$ cat config.mk
export PLATFORM = sky130hd
export DESIGN_NAME = pepw_ctrl
export DESIGN_NICKNAME = d
export VERILOG_FILES = /design/src/core/pepw_pkg.sv /design/src/core/pepw_ctrl.sv /design/src/core/pepw_reset_pulse.sv /design/src/core/pepw_sync.sv
export SDC_FILE = /design/constraint.sdc
export NUM_CORES = 1
export LEC_CHECK = 0
export BUFFER_PORTS_ARGS = -buffer_cell sky130_fd_sc_hd__buf_2
export CAP_MARGIN = 20
export CORE_MARGIN = 4
export CORE_UTILIZATION = 40
export CTS_CLUSTER_SIZE = 14
export DETAILED_ROUTE_END_ITERATION = 6
export SYNTH_ARGS = -nofsm -noshare
export SYNTH_HDL_FRONTEND = slang
export SYNTH_SLANG_ARGS = --single-unit
export TNS_END_PERCENT = 30
$ cat constraint.sdc
create_clock -name clk_in -period 2.7 [get_ports clk_in]
set_input_delay 0.135 -clock clk_in [delete_from_list [all_inputs] [get_ports clk_in]]
set_output_delay 0.135 -clock clk_in [all_outputs]
set_load 0.005 [all_outputs]
$ cat src/core/pepw_pkg.sv
// Constants for the endpoint power and wake block.
// Assumes a 32-bit AXI4-Lite register bus on one 200 MHz clock.
package pepw_pkg;
   // Register byte offsets
   localparam logic [7:0] REG_XLATE_UPPER  = 8'h00;
   localparam logic [7:0] REG_XLATE_LOWER  = 8'h04;
   localparam logic [7:0] REG_XLATE_CFG2   = 8'h08;
   localparam logic [7:0] REG_PWR_STAT     = 8'h0c;
   localparam logic [7:0] REG_LINK_PCS_CFG = 8'h10;
   localparam logic [7:0] REG_EVENTS       = 8'h14;
   localparam logic [7:0] REG_EVENT_ENA    = 8'h18;
   localparam logic [7:0] REG_IRQ_IDENT    = 8'h1c;
   localparam logic [7:0] REG_AUX_CFG      = 8'h20;
   localparam logic [7:0] REG_IRQ_COMMON   = 8'h24;
   localparam logic [7:0] REG_SOFT_RST     = 8'h28;
   // Field positions
   localparam int XLATE_ENA_BIT   = 0;
   localparam int BEACON_DISABLE_BIT  = 0;
   localparam int WAKE_OUT_POLARITY_BIT    = 1;
   localparam int WAKE_OE_BIT     = 2;
   localparam int PM_EVENT_BIT    = 0;
   localparam int IRQ_WAKE_DIS    = 0;
   localparam int SOFT_CHIP_BIT   = 0;
   // Values and limits
   localparam logic [15:0] XLATE_LOWER_MAX = 16'hc000;
   localparam logic [1:0]  WIN_SEL        = 2'h3;
   localparam logic [1:0]  AUX_FORCE      = 2'h3;
   localparam logic [1:0]  AXI_OKAY       = 2'h0;
   localparam logic [1:0]  AXI_SLVERR     = 2'h2;
   // Power state encodings
   localparam logic [1:0]  PM_D0 = 2'h0;
   localparam logic [1:0]  PM_D1 = 2'h1;
   localparam logic [1:0]  PM_D3 = 2'h3;
   // Soft reset pulse
   localparam int CHIP_RST_NS   = 100;
   localparam int CLK_PERIOD_NS = 5;
   localparam int CHIP_RST_CYC  = (CHIP_RST_NS + CLK_PERIOD_NS - 1)
                                  / CLK_PERIOD_NS;
   typedef enum logic [1:0] {
      PEPW_WAKE_IDLE = 2'b00,
      PEPW_WAKE_PEND = 2'b01,
      PEPW_WAKE_SENT = 2'b11
   } pepw_wake_t;
endpackage : pepw_pkg

$ cat src/core/pepw_ctrl.sv
// PCIe endpoint power, wake and window control.
// Assumes MAC status pins are asynchronous; DMA strobes share clk_in.
//
// How it works
// [RULE_01] Software sets upper window address bits
// [RULE_02] Software sets lower bits, at most c000
// [RULE_03] Enabled region redirects upper gigabyte
// [RULE_04] Software stops frame DMA before reprogramming
// [RULE_05] Only D0, D1, D3 states supported
// [RULE_06] Power changes never touch switch core
// [RULE_07] Aux config three forces aux detection
// [RULE_08] Power state readable, change sets sticky
// [RULE_09] Event interrupts only when enabled
// [RULE_10] Identity nonzero when interrupt asserted
// [RULE_11] PME only if enabled and powered down
// [RULE_12] Outbound requests from masters trigger PME
// [RULE_13] Enabled irq changes wake unless disabled
// [RULE_14] D3 without beacon disable sends beacon
// [RULE_15] Beacon disable drives WAKE instead
// [RULE_16] WAKE level follows polarity bit
// [RULE_17] WAKE drive scheme set by enable bit
// [RULE_18] MAC reset leaves rest running
// [RULE_19] Host saves state, resets, waits, restores
// [RULE_20] Soft chip reset reinitialises device
// [RULE_21] Sticky bit cleared by writing one
`timescale 1ns/1ps
module pepw_ctrl #(
   parameter int RST_CYCLES = pepw_pkg::CHIP_RST_CYC
) (
   input  wire logic        clk_in,
   input  wire logic        srst_in,
   // AXI4-Lite slave
   input  wire logic [7:0]  s_axi_awaddr_in,
   input  wire logic        s_axi_awvalid_in,
   output logic             s_axi_awready_out,
   input  wire logic [31:0] s_axi_wdata_in,
   input  wire logic [3:0]  s_axi_wstrb_in,
   input  wire logic        s_axi_wvalid_in,
   output logic             s_axi_wready_out,
   output logic [1:0]       s_axi_bresp_out,
   output logic             s_axi_bvalid_out,
   input  wire logic        s_axi_bready_in,
   input  wire logic [7:0]  s_axi_araddr_in,
   input  wire logic        s_axi_arvalid_in,
   output logic             s_axi_arready_out,
   output logic [31:0]      s_axi_rdata_out,
   output logic [1:0]       s_axi_rresp_out,
   output logic             s_axi_rvalid_out,
   input  wire logic        s_axi_rready_in,
   // MAC side, asynchronous
   input  wire logic [1:0]  power_state_field_in,
   input  wire logic        pme_enable_in,
   input  wire logic        mac_reset_in,
   // Outbound traffic, same clock
   input  wire logic [31:0] frame_dma_engine_addr_in,
   input  wire logic        frame_dma_engine_req_in,
   input  wire logic        system_bus_masters_req_in,
   input  wire logic [1:0]  outbound_irq_status_in,
   input  wire logic [1:0]  outbound_irq_enable_in,
   // Results
   output logic             xlate_hit_out,
   output logic [63:0]      xlate_addr_out,
   output logic             aux_power_detect_out,
   output logic             cpu_irq_out,
   output logic             pme_request_out,
   output logic             beacon_out,
   output logic             wake_o_out,
   output logic             wake_oe_out,
   output logic             chip_reset_out
);
   logic        aw_held;
   logic        w_held;
   logic [7:0]  aw_addr;
   logic [31:0] w_data;
   logic [3:0]  w_strb;
   logic [31:0] xlate_target_upper;
   logic [15:0] xlate_target_lower;
   logic        xlate_region_enable;
   logic [2:0]  link_pcs_cfg;
   logic        endpoint_sticky_events;
   logic        endpoint_event_enables;
   logic [1:0]  aux_cfg;
   logic        irq_wakeup_disable;
   logic [1:0]  pm_sync;
   logic        pme_en_sync;
   logic        mac_rst_sync;
   logic [1:0]  pm_prev;
   logic        pm_changed;
   logic        wr_fire;
   logic        rd_fire;
   logic [31:0] wmask;
   logic        soft_req;
   logic        chip_busy;
   logic        powered_down;
   logic        wake_trigger;
   logic [1:0]  irq_prev;
   logic [31:0] next_rdata;
   logic        next_rerr;
   logic        wake_active;
   pepw_pkg::pepw_wake_t wake_state;

   pepw_sync #(.W(4)) u_sync (
      .clk_in   (clk_in),
      .srst_in  (srst_in),
      .async_in ({mac_reset_in, pme_enable_in, power_state_field_in}),
      .sync_out ({mac_rst_sync, pme_en_sync, pm_sync})
   );

   // Write address and data in either order
   assign wr_fire = aw_held && w_held && !s_axi_bvalid_out;
   always_ff @(posedge clk_in) begin
      if (srst_in) begin
         aw_held <= 1'b0;
         w_held  <= 1'b0;
         aw_addr <= 8'h00;
         w_data  <= 32'h0000_0000;
         w_strb  <= 4'h0;
      end else begin
         if (s_axi_awvalid_in && s_axi_awready_out) begin
            aw_held <= 1'b1;
            aw_addr <= s_axi_awaddr_in;
         end else if (wr_fire) begin
            aw_held <= 1'b0;
         end
         if (s_axi_wvalid_in && s_axi_wready_out) begin
            w_held <= 1'b1;
            w_data <= s_axi_wdata_in;
            w_strb <= s_axi_wstrb_in;
         end else if (wr_fire) begin
            w_held <= 1'b0;
         end
      end
   end
   assign s_axi_awready_out = !aw_held;
   assign s_axi_wready_out  = !w_held;

   always_ff @(posedge clk_in) begin
      if (srst_in) begin
         s_axi_bvalid_out <= 1'b0;
         s_axi_bresp_out  <= pepw_pkg::AXI_OKAY;
      end else if (wr_fire) begin
         s_axi_bvalid_out <= 1'b1;
         s_axi_bresp_out  <= (aw_addr > pepw_pkg::REG_SOFT_RST ||
                              aw_addr[1:0] != 2'h0) ?
                             pepw_pkg::AXI_SLVERR : pepw_pkg::AXI_OKAY;
      end else if (s_axi_bready_in) begin
         s_axi_bvalid_out <= 1'b0;
      end
   end

   genvar b;
   for (b = 0; b < 4; b++) begin : g_strb
      assign wmask[8*b +: 8] = {8{w_strb[b]}};
   end

   // Software-written configuration
   always_ff @(posedge clk_in) begin
      if (srst_in || chip_busy) begin
         xlate_target_upper  <= 32'h0000_0000;
         xlate_target_lower  <= 16'h0000;
         xlate_region_enable <= 1'b0;
         link_pcs_cfg        <= 3'h0;
         endpoint_event_enables <= 1'b0;
         aux_cfg             <= 2'h0;
         irq_wakeup_disable  <= 1'b0;
      end else if (wr_fire) begin
         case (aw_addr)
            pepw_pkg::REG_XLATE_UPPER: xlate_target_upper <=
               (xlate_target_upper & ~wmask) | (w_data & wmask);
            pepw_pkg::REG_XLATE_LOWER: if (w_strb[0] && w_strb[1]) begin
               xlate_target_lower <= w_data[15:0];
            end
            pepw_pkg::REG_XLATE_CFG2: if (w_strb[0]) begin
               xlate_region_enable <= w_data[pepw_pkg::XLATE_ENA_BIT];
            end
            pepw_pkg::REG_LINK_PCS_CFG: if (w_strb[0]) begin
               link_pcs_cfg <= w_data[2:0];
            end
            pepw_pkg::REG_EVENT_ENA: if (w_strb[0]) begin
               endpoint_event_enables <= w_data[pepw_pkg::PM_EVENT_BIT];
            end
            pepw_pkg::REG_AUX_CFG: if (w_strb[0]) begin
               aux_cfg <= w_data[1:0];
            end
            pepw_pkg::REG_IRQ_COMMON: if (w_strb[0]) begin
               irq_wakeup_disable <= w_data[pepw_pkg::IRQ_WAKE_DIS];
            end
            default: begin
            end
         endcase
      end
   end

   // [RULE_20] Soft reset request
   assign soft_req = wr_fire && aw_addr == pepw_pkg::REG_SOFT_RST &&
                     w_strb[0] && w_data[pepw_pkg::SOFT_CHIP_BIT];
   pepw_reset_pulse #(.CYCLES(RST_CYCLES)) u_rst (
      .clk_in   (clk_in),
      .srst_in  (srst_in),
      .start_in (soft_req),
      .busy_out (chip_busy)
   );
   always_ff @(posedge clk_in) begin
      if (srst_in) begin
         chip_reset_out <= 1'b0;
      end else begin
         chip_reset_out <= chip_busy;
      end
   end

   // [RULE_08] Power state change detect
   // [RULE_18] MAC reset leaves this alone
   assign pm_changed = pm_sync != pm_prev;
   always_ff @(posedge clk_in) begin
      if (srst_in) begin
         pm_prev <= pepw_pkg::PM_D0;
      end else begin
         pm_prev <= pm_sync;
      end
   end

   // [RULE_21] Sticky set wins over write-one clear
   always_ff @(posedge clk_in) begin
      if (srst_in || chip_busy) begin
         endpoint_sticky_events <= 1'b0;
      end else if (pm_changed) begin
         endpoint_sticky_events <= 1'b1;
      end else if (wr_fire && aw_addr == pepw_pkg::REG_EVENTS &&
                   w_strb[0] && w_data[pepw_pkg::PM_EVENT_BIT]) begin
         endpoint_sticky_events <= 1'b0;
      end
   end

   // [RULE_09] Gated event to CPU; [RULE_06] no core action
   // [RULE_10] Identity reads this flop
   always_ff @(posedge clk_in) begin
      if (srst_in) begin
         cpu_irq_out <= 1'b0;
      end else begin
         cpu_irq_out <= endpoint_sticky_events && endpoint_event_enables;
      end
   end

   // [RULE_03] Upper gigabyte redirect
   always_ff @(posedge clk_in) begin
      if (srst_in) begin
         xlate_hit_out  <= 1'b0;
         xlate_addr_out <= 64'h0;
      end else begin
         xlate_hit_out <= xlate_region_enable && frame_dma_engine_req_in &&
                          frame_dma_engine_addr_in[31:30] == pepw_pkg::WIN_SEL;
         xlate_addr_out <= {xlate_target_upper,
                            xlate_target_lower, 16'h0000} +
                           {34'h0, frame_dma_engine_addr_in[29:0]};
      end
   end

   // [RULE_07] Forced aux power detection
   always_ff @(posedge clk_in) begin
      if (srst_in) begin
         aux_power_detect_out <= 1'b0;
      end else begin
         aux_power_detect_out <= aux_cfg == pepw_pkg::AUX_FORCE;
      end
   end

   // [RULE_05] D1 and D3 count as power-down
   assign powered_down = pm_sync == pepw_pkg::PM_D1 ||
                         pm_sync == pepw_pkg::PM_D3;
   always_ff @(posedge clk_in) begin
      if (srst_in) begin
         irq_prev <= 2'h0;
      end else begin
         irq_prev <= outbound_irq_status_in;
      end
   end
   // [RULE_12] Outbound requests wake
   // [RULE_13] Enabled interrupt changes wake
   assign wake_trigger = frame_dma_engine_req_in ||
      system_bus_masters_req_in ||
      (!irq_wakeup_disable &&
       |((outbound_irq_status_in ^ irq_prev) & outbound_irq_enable_in));

   // [RULE_11] PME only when enabled and powered down
   always_ff @(posedge clk_in) begin
      if (srst_in) begin
         wake_state      <= pepw_pkg::PEPW_WAKE_IDLE;
         pme_request_out <= 1'b0;
      end else begin
         pme_request_out <= 1'b0;
         case (wake_state)
            pepw_pkg::PEPW_WAKE_IDLE:
               if (pme_en_sync && powered_down && wake_trigger) begin
                  wake_state <= pepw_pkg::PEPW_WAKE_PEND;
               end
            pepw_pkg::PEPW_WAKE_PEND: begin
               pme_request_out <= 1'b1;
               wake_state      <= pepw_pkg::PEPW_WAKE_SENT;
            end
            pepw_pkg::PEPW_WAKE_SENT:
               // One PME until power-up, PME disable or MAC reset avoids message storms
               if (!powered_down || !pme_en_sync || mac_rst_sync) begin
                  wake_state <= pepw_pkg::PEPW_WAKE_IDLE;
               end
            default: wake_state <= pepw_pkg::PEPW_WAKE_IDLE;
         endcase
      end
   end
   assign wake_active = wake_state == pepw_pkg::PEPW_WAKE_SENT;

   // [RULE_14] Beacon in D3 unless disabled
   // [RULE_15] WAKE instead when beacon disabled
   // [RULE_16] Polarity applied; [RULE_17] drive scheme
   always_ff @(posedge clk_in) begin
      if (srst_in) begin
         beacon_out  <= 1'b0;
         wake_o_out  <= 1'b0;
         wake_oe_out <= 1'b0;
      end else begin
         beacon_out <= pm_sync == pepw_pkg::PM_D3 &&
                       !link_pcs_cfg[pepw_pkg::BEACON_DISABLE_BIT];
         wake_o_out <= (link_pcs_cfg[pepw_pkg::BEACON_DISABLE_BIT] &&
                        wake_active) ^
                       link_pcs_cfg[pepw_pkg::WAKE_OUT_POLARITY_BIT];
         wake_oe_out <= link_pcs_cfg[pepw_pkg::WAKE_OE_BIT] ?
                        (link_pcs_cfg[pepw_pkg::BEACON_DISABLE_BIT] &&
                         wake_active) : 1'b1;
      end
   end

   // Read path
   assign rd_fire = s_axi_arvalid_in && s_axi_arready_out;
   always_comb begin
      next_rdata = 32'h0000_0000;
      next_rerr  = 1'b0;
      case (s_axi_araddr_in)
         pepw_pkg::REG_XLATE_UPPER:  next_rdata = xlate_target_upper;
         pepw_pkg::REG_XLATE_LOWER:  next_rdata[15:0] = xlate_target_lower;
         pepw_pkg::REG_XLATE_CFG2:   next_rdata[0] = xlate_region_enable;
         pepw_pkg::REG_PWR_STAT:     next_rdata[1:0] = pm_sync;
         pepw_pkg::REG_LINK_PCS_CFG: next_rdata[2:0] = link_pcs_cfg;
         pepw_pkg::REG_EVENTS:       next_rdata[0] = endpoint_sticky_events;
         pepw_pkg::REG_EVENT_ENA:    next_rdata[0] = endpoint_event_enables;
         pepw_pkg::REG_IRQ_IDENT:    next_rdata[0] = cpu_irq_out;
         pepw_pkg::REG_AUX_CFG:      next_rdata[1:0] = aux_cfg;
         pepw_pkg::REG_IRQ_COMMON:   next_rdata[0] = irq_wakeup_disable;
         pepw_pkg::REG_SOFT_RST:     next_rdata[0] = chip_busy;
         default:                    next_rerr = 1'b1;
      endcase
   end
   assign s_axi_arready_out = !s_axi_rvalid_out;
   always_ff @(posedge clk_in) begin
      if (srst_in) begin
         s_axi_rvalid_out <= 1'b0;
         s_axi_rdata_out  <= 32'h0000_0000;
         s_axi_rresp_out  <= pepw_pkg::AXI_OKAY;
      end else if (rd_fire) begin
         s_axi_rvalid_out <= 1'b1;
         s_axi_rdata_out  <= next_rdata;
         s_axi_rresp_out  <= next_rerr ? pepw_pkg::AXI_SLVERR :
                                         pepw_pkg::AXI_OKAY;
      end else if (s_axi_rready_in) begin
         s_axi_rvalid_out <= 1'b0;
      end
   end
endmodule : pepw_ctrl

$ cat src/core/pepw_reset_pulse.sv
// Stretches a soft reset request into a fixed pulse.
// Assumes the requester is on the same clock.
`timescale 1ns/1ps
module pepw_reset_pulse #(
   parameter int CYCLES = 20
) (
   input  wire logic clk_in,
   input  wire logic srst_in,
   input  wire logic start_in,
   output logic      busy_out
);
   localparam int CW = $clog2(CYCLES + 1);
   logic [CW-1:0] count;
   initial begin
      if (CYCLES < 1) $error("CYCLES must be at least one");
   end
   always_ff @(posedge clk_in) begin
      if (srst_in) begin
         count    <= '0;
         busy_out <= 1'b0;
      end else if (start_in && !busy_out) begin
         count    <= CW'(CYCLES - 1);
         busy_out <= 1'b1;
      end else if (count != '0) begin
         count <= count - CW'(1);
      end else begin
         busy_out <= 1'b0;
      end
   end
endmodule : pepw_reset_pulse

$ cat src/core/pepw_sync.sv
// Three-stage synchroniser for off-domain pin levels.
// Output moves only when stages two and three agree.
`timescale 1ns/1ps
module pepw_sync #(
   parameter int W = 1
) (
   input  wire logic         clk_in,
   input  wire logic         srst_in,
   input  wire logic [W-1:0] async_in,
   output logic      [W-1:0] sync_out
);
   logic [W-1:0] meta;
   logic [W-1:0] s2;
   logic [W-1:0] s3;
   always_ff @(posedge clk_in) begin
      if (srst_in) begin
         meta <= '0;
         s2   <= '0;
         s3   <= '0;
      end else begin
         meta <= async_in;
         s2   <= meta;
         s3   <= s2;
      end
   end
   // Stages two and three must agree
   genvar i;
   for (i = 0; i < W; i++) begin : g_bit
      always_ff @(posedge clk_in) begin
         if (srst_in) begin
            sync_out[i] <= 1'b0;
         end else if (s2[i] == s3[i]) begin
            sync_out[i] <= s3[i];
         end
      end
   end
endmodule : pepw_sync

==> results.rst <==
.. list-table::
   :header-rows: 1

   * - Metric
     - Value
   * - Clk_lat worst skew
     - roughly 0.52 ns
   * - Total placed instance area
     - 0.0111 mm^2
   * - Sum of internal, switching and leakage power
     - 8.12 mW
   * - Clock tree from TritonCTS
     - done
   * - I/O pins
     - 214
   * - Sum of negative setup slack
     - 0 ns
   * - Post-route antenna net violation count
     - 0
   * - Clk root buf
     - sky130_fd_sc_hd__clkbuf_16
   * - Number of fillers in the final layout
     - around 2,200
   * - Most instantiated flip-flop cell in the synthesis netlist
     - sky130_fd_sc_hd__dfxtp_1
   * - Number of buffers inserted during clock tree synthesis
     - 26
   * - Critical path class
     - reg2reg
   * - Share of synthesized area occupied by flip-flops and latches
     - 0.494
   * - Largest area contributor in the netlist
     - sky130_fd_sc_hd__dfxtp_1
   * - Post-cts repair resize count
     - 0
   * - Number of vias per cell after detailed routing
     - slightly above 5
   * - Warnings from Yosys
     - 0
   * - Syn Std Cell Area
     - 0.00968 mm^2
   * - Area of all placed cells without fillers
     - around 0.013 mm^2
   * - Source of the worst hold timing path
     - srst_in
   * - Number of max-cap violations
     - 0
   * - Ant. Diodes
     - 0
   * - Count of flip-flops with a built-in enable after synthesis
     - 0
   * - Initial antenna violation count
     - 0
   * - Data required, critical path
     - between 3 and 4 ns
   * - DRC violation count after routing
     - 0
   * - Setup repair after global routing missed its margin
     - false
   * - PwrDens
     - approximately 640 mW/mm^2
   * - Vertical die dimension
     - 164 um
   * - Critical path launch point type
     - flip-flop
   * - Synthesized area per cell
     - 8.70 um^2
   * - Worst hold slack after final layout
     - 0.00868 ns
   * - Biggest fanout along the worst timing path
     - 21
   * - Flip-flop and latch count after synthesis
     - 239
   * - Vias in the first global route
     - 8,404
   * - Total routed wirelength
     - 28,500 um
   * - Fraction of layout cells with a size suffix above 1
     - 0.216
   * - Area of the core
     - 0.0236 mm^2
   * - Worst Hold End
     - xlate_addr_out[0]
   * - Maximum ir drop on the vdd rail
     - around 0.43 mV
   * - Slew Limit Headroom
     - 0.393
   * - Total iterations of the first detailed-routing run
     - 5
   * - Vias
     - 8,768
   * - FF/Latch Area
     - 0.00478 mm^2
   * - Global-route wire length before repair
     - 44,400 um
   * - Clk pin slew, worst setup/hold paths
     - roughly 0.060 ns
   * - Internal reg-to-reg setup slack
     - 0.21 ns
   * - Setup Slack @ Placement
     - 0.212 ns
   * - Maximum number of pins on one net before global-route repair
     - 58
   * - Critical Path Sink Type
     - flip-flop
   * - Leading cell type by number of instances after synthesis
     - sky130_fd_sc_hd__dfxtp_1
   * - Area Overhead vs Synth
     - 31.3%
   * - Fmax
     - 401 MHz
   * - Final hold viol count
     - 0
   * - Cell types occupying the most area after synthesis
     - sky130_fd_sc_hd__dfxtp_1 (49%), sky130_fd_sc_hd__a21oi_1 (6.9%), sky130_fd_sc_hd__nand2_1 (6.6%)
   * - Setup clock skew after layout
     - 0.0116 ns
   * - Worst hold stages
     - 2
   * - Post-layout worst setup margin
     - about 0.21 ns
   * - Sum of net half-perimeters after detailed placement
     - roughly 20,000 um
   * - Horiz. Die Dim
     - about 160 um
   * - Type of the tightest min-delay check
     - in2reg
   * - Initial standard-cell utilization of the core
     - 0.410
   * - FF-to-FF Start
     - xlate_target_lower[0]
   * - Final estimated routing congestion in global placement
     - between 0.8 and 0.9
   * - GRT Resource Usage Total
     - 0.204
   * - Status
     - finished, final reports clean
   * - Die Area
     - 0.0267 mm^2
   * - Transition at the pin with the smallest max-transition slack
     - 0.908 ns
   * - Gr ovfl total
     - 0
   * - Final number of setup-violating endpoints
     - 0
   * - Wire length per cell after detailed routing
     - 16.6 um
   * - Pins over their slew limit
     - 0
   * - Count of cells along the worst register-to-register path
     - 9
   * - Input/output buffers
     - 211
   * - Sink count of the clock tree
     - 239
   * - Final critical-path share of the clock period
     - 0.924
   * - Level count of the clock H-tree
     - 1
   * - Number of instances in the synthesized netlist
     - 1,112
   * - Leakage
     - 5.31 nW
   * - Area of the multi-input gates
     - ~0.0046 mm^2
   * - Data arrival, critical path
     - 2.87 ns
   * - Leading cell types by count after synthesis
     - sky130_fd_sc_hd__dfxtp_1 (239), sky130_fd_sc_hd__nand2_1 (171), sky130_fd_sc_hd__a21oi_1 (133)
   * - Number of rows in the core area
     - between 50 and 60
   * - Async set-or-reset flop fraction in the synthesized netlist
     - 0
   * - Share of the synthesized area in the top cell type
     - 0.494
   * - Detailed Route Iter0 Violations
     - 467
   * - Net count reported at finish
     - 1,501
   * - Final critical path time including I/O delays and setup
     - 2.49 ns
   * - Unique cell type count in the Yosys netlist
     - between 50 and 60
   * - Bufs on Longest Clock Path
     - 3
   * - R2R Path End
     - xlate_addr_out[52]
## power breakdown
| part | leakage [nW] | switching (mW) | internal, mW |
|---|---|---|---|
| Combinational | 2.93 | 0.395 | 0.360 |
| Sequential | 1.95 | 0.0961 | 3.66 |
| Clock | 0.425 | 1.39 | 2.22 |
## worst max-delay path, stage by stage (launching register included)
cell and delay, ns:
sky130_fd_sc_hd__dfxtp_1 0.32, sky130_fd_sc_hd__ha_1 0.21, sky130_fd_sc_hd__fa_1 0.43, sky130_fd_sc_hd__a211oi_1 0.39
sky130_fd_sc_hd__o21ai_1 0.21, sky130_fd_sc_hd__nand4_1 0.19, sky130_fd_sc_hd__and3_1 0.17, sky130_fd_sc_hd__buf_4 0.23
sky130_fd_sc_hd__or4_1 0.15, sky130_fd_sc_hd__a21oi_1 0.06
## final cells by class
cell class,count,area share
multi-input cells,792,0.361
well taps,319,0.0314
clock inverters,6,0.00827
inverters,11,0.00325
repair buffers,313,0.160
clock buffers,39,0.0599
flip-flops and latches,239,0.377
## kinds of logic (layout without fill, tap and decap cells)
kind of cell | count (synthesis) | after routing | synth area share
AO/OA/AOI/OAI | 217 | 217 | 0.131
other | 1 | 2 | 0.000388
flip-flops | 239 | 239 | 0.494
buffers and inverters | 82 | 369 | 0.0340
adder cells (fa/ha/maj) | 17 | 17 | 0.0228
XOR/XNOR | 21 | 21 | 0.0190
AND/OR/NAND/NOR | 481 | 481 | 0.238
multiplexers | 54 | 54 | 0.0606
## per-layer routing
layer  track usage  vias to the layer above  share of wire
li1              -                     4371              -
met1         0.269                     4118           0.45
met2         0.347                      224           0.47
met3        0.0323                       55          0.051
met4        0.0595                        0          0.029
met5             0                        -              0
## through the flow
stage | utilization | cells
after floorplan | - | 1113
final | 0.538 | 1719
after CTS | 0.538 | 1719
after detailed placement | 0.469 | 1597
after global routing | 0.538 | 1719
after global placement | 0.469 | 1597
## placed cells by master, fill, tap and decap left out, types with 3 or more instances in the layout
master,netlist,routed
sky130_fd_sc_hd__nor4_1,3,3
sky130_fd_sc_hd__a21boi_0,3,3
sky130_fd_sc_hd__and3_1,10,10
sky130_fd_sc_hd__bufinv_16,0,3
sky130_fd_sc_hd__or4_1,7,7
sky130_fd_sc_hd__clkbuf_1,55,8
sky130_fd_sc_hd__ha_1,16,16
sky130_fd_sc_hd__xor2_1,8,8
sky130_fd_sc_hd__buf_4,3,24
sky130_fd_sc_hd__nor2b_1,58,56
sky130_fd_sc_hd__clkbuf_8,0,4
sky130_fd_sc_hd__nor3_1,24,23
sky130_fd_sc_hd__a221oi_1,17,16
sky130_fd_sc_hd__mux2_2,17,17
sky130_fd_sc_hd__or3_1,4,4
sky130_fd_sc_hd__nand4_1,4,4
sky130_fd_sc_hd__mux2i_1,35,35
sky130_fd_sc_hd__o21a_1,4,4
sky130_fd_sc_hd__clkinv_2,0,3
sky130_fd_sc_hd__a211oi_1,7,7
sky130_fd_sc_hd__o21ai_0,18,18
sky130_fd_sc_hd__a31oi_1,6,6
sky130_fd_sc_hd__nand3_1,71,71
sky130_fd_sc_hd__and4_1,6,6
sky130_fd_sc_hd__a21o_1,13,13
sky130_fd_sc_hd__nor2_1,97,97
sky130_fd_sc_hd__dlygate4sd3_1,0,77
sky130_fd_sc_hd__xnor2_1,13,13
sky130_fd_sc_hd__o31ai_1,6,6
sky130_fd_sc_hd__nand3b_1,6,6
sky130_fd_sc_hd__nand2_1,171,171
sky130_fd_sc_hd__a21oi_1,133,133
sky130_fd_sc_hd__dfxtp_1,239,239
sky130_fd_sc_hd__clkbuf_16,0,27
sky130_fd_sc_hd__and2_1,4,4
sky130_fd_sc_hd__inv_1,11,11
sky130_fd_sc_hd__buf_2,7,210
## how the worst max path moves through the flow
stage	slack (ns)	from	end	cells after the start
after CTS	0.19	xlate_target_lower[3]	xlate_addr_out[45]	8
after floorplan	0.24	xlate_target_lower[0]	xlate_addr_out[30]	10
final	0.21	xlate_target_lower[0]	xlate_addr_out[52]	9
after detailed placement	0.21	xlate_target_lower[9]	xlate_addr_out[41]	7
after global routing	0.006	xlate_target_lower[3]	xlate_addr_out[45]	8
after global placement	0.31	xlate_target_lower[0]	xlate_addr_out[30]	9
## what timing repair did
action / 4_1_cts / 5_1_grt
hold buffers: 77 / 0
buffers inserted: 0 / 0
endpoints found under the hold margin: 72 / 0
(Power assumes the default switching activity.)
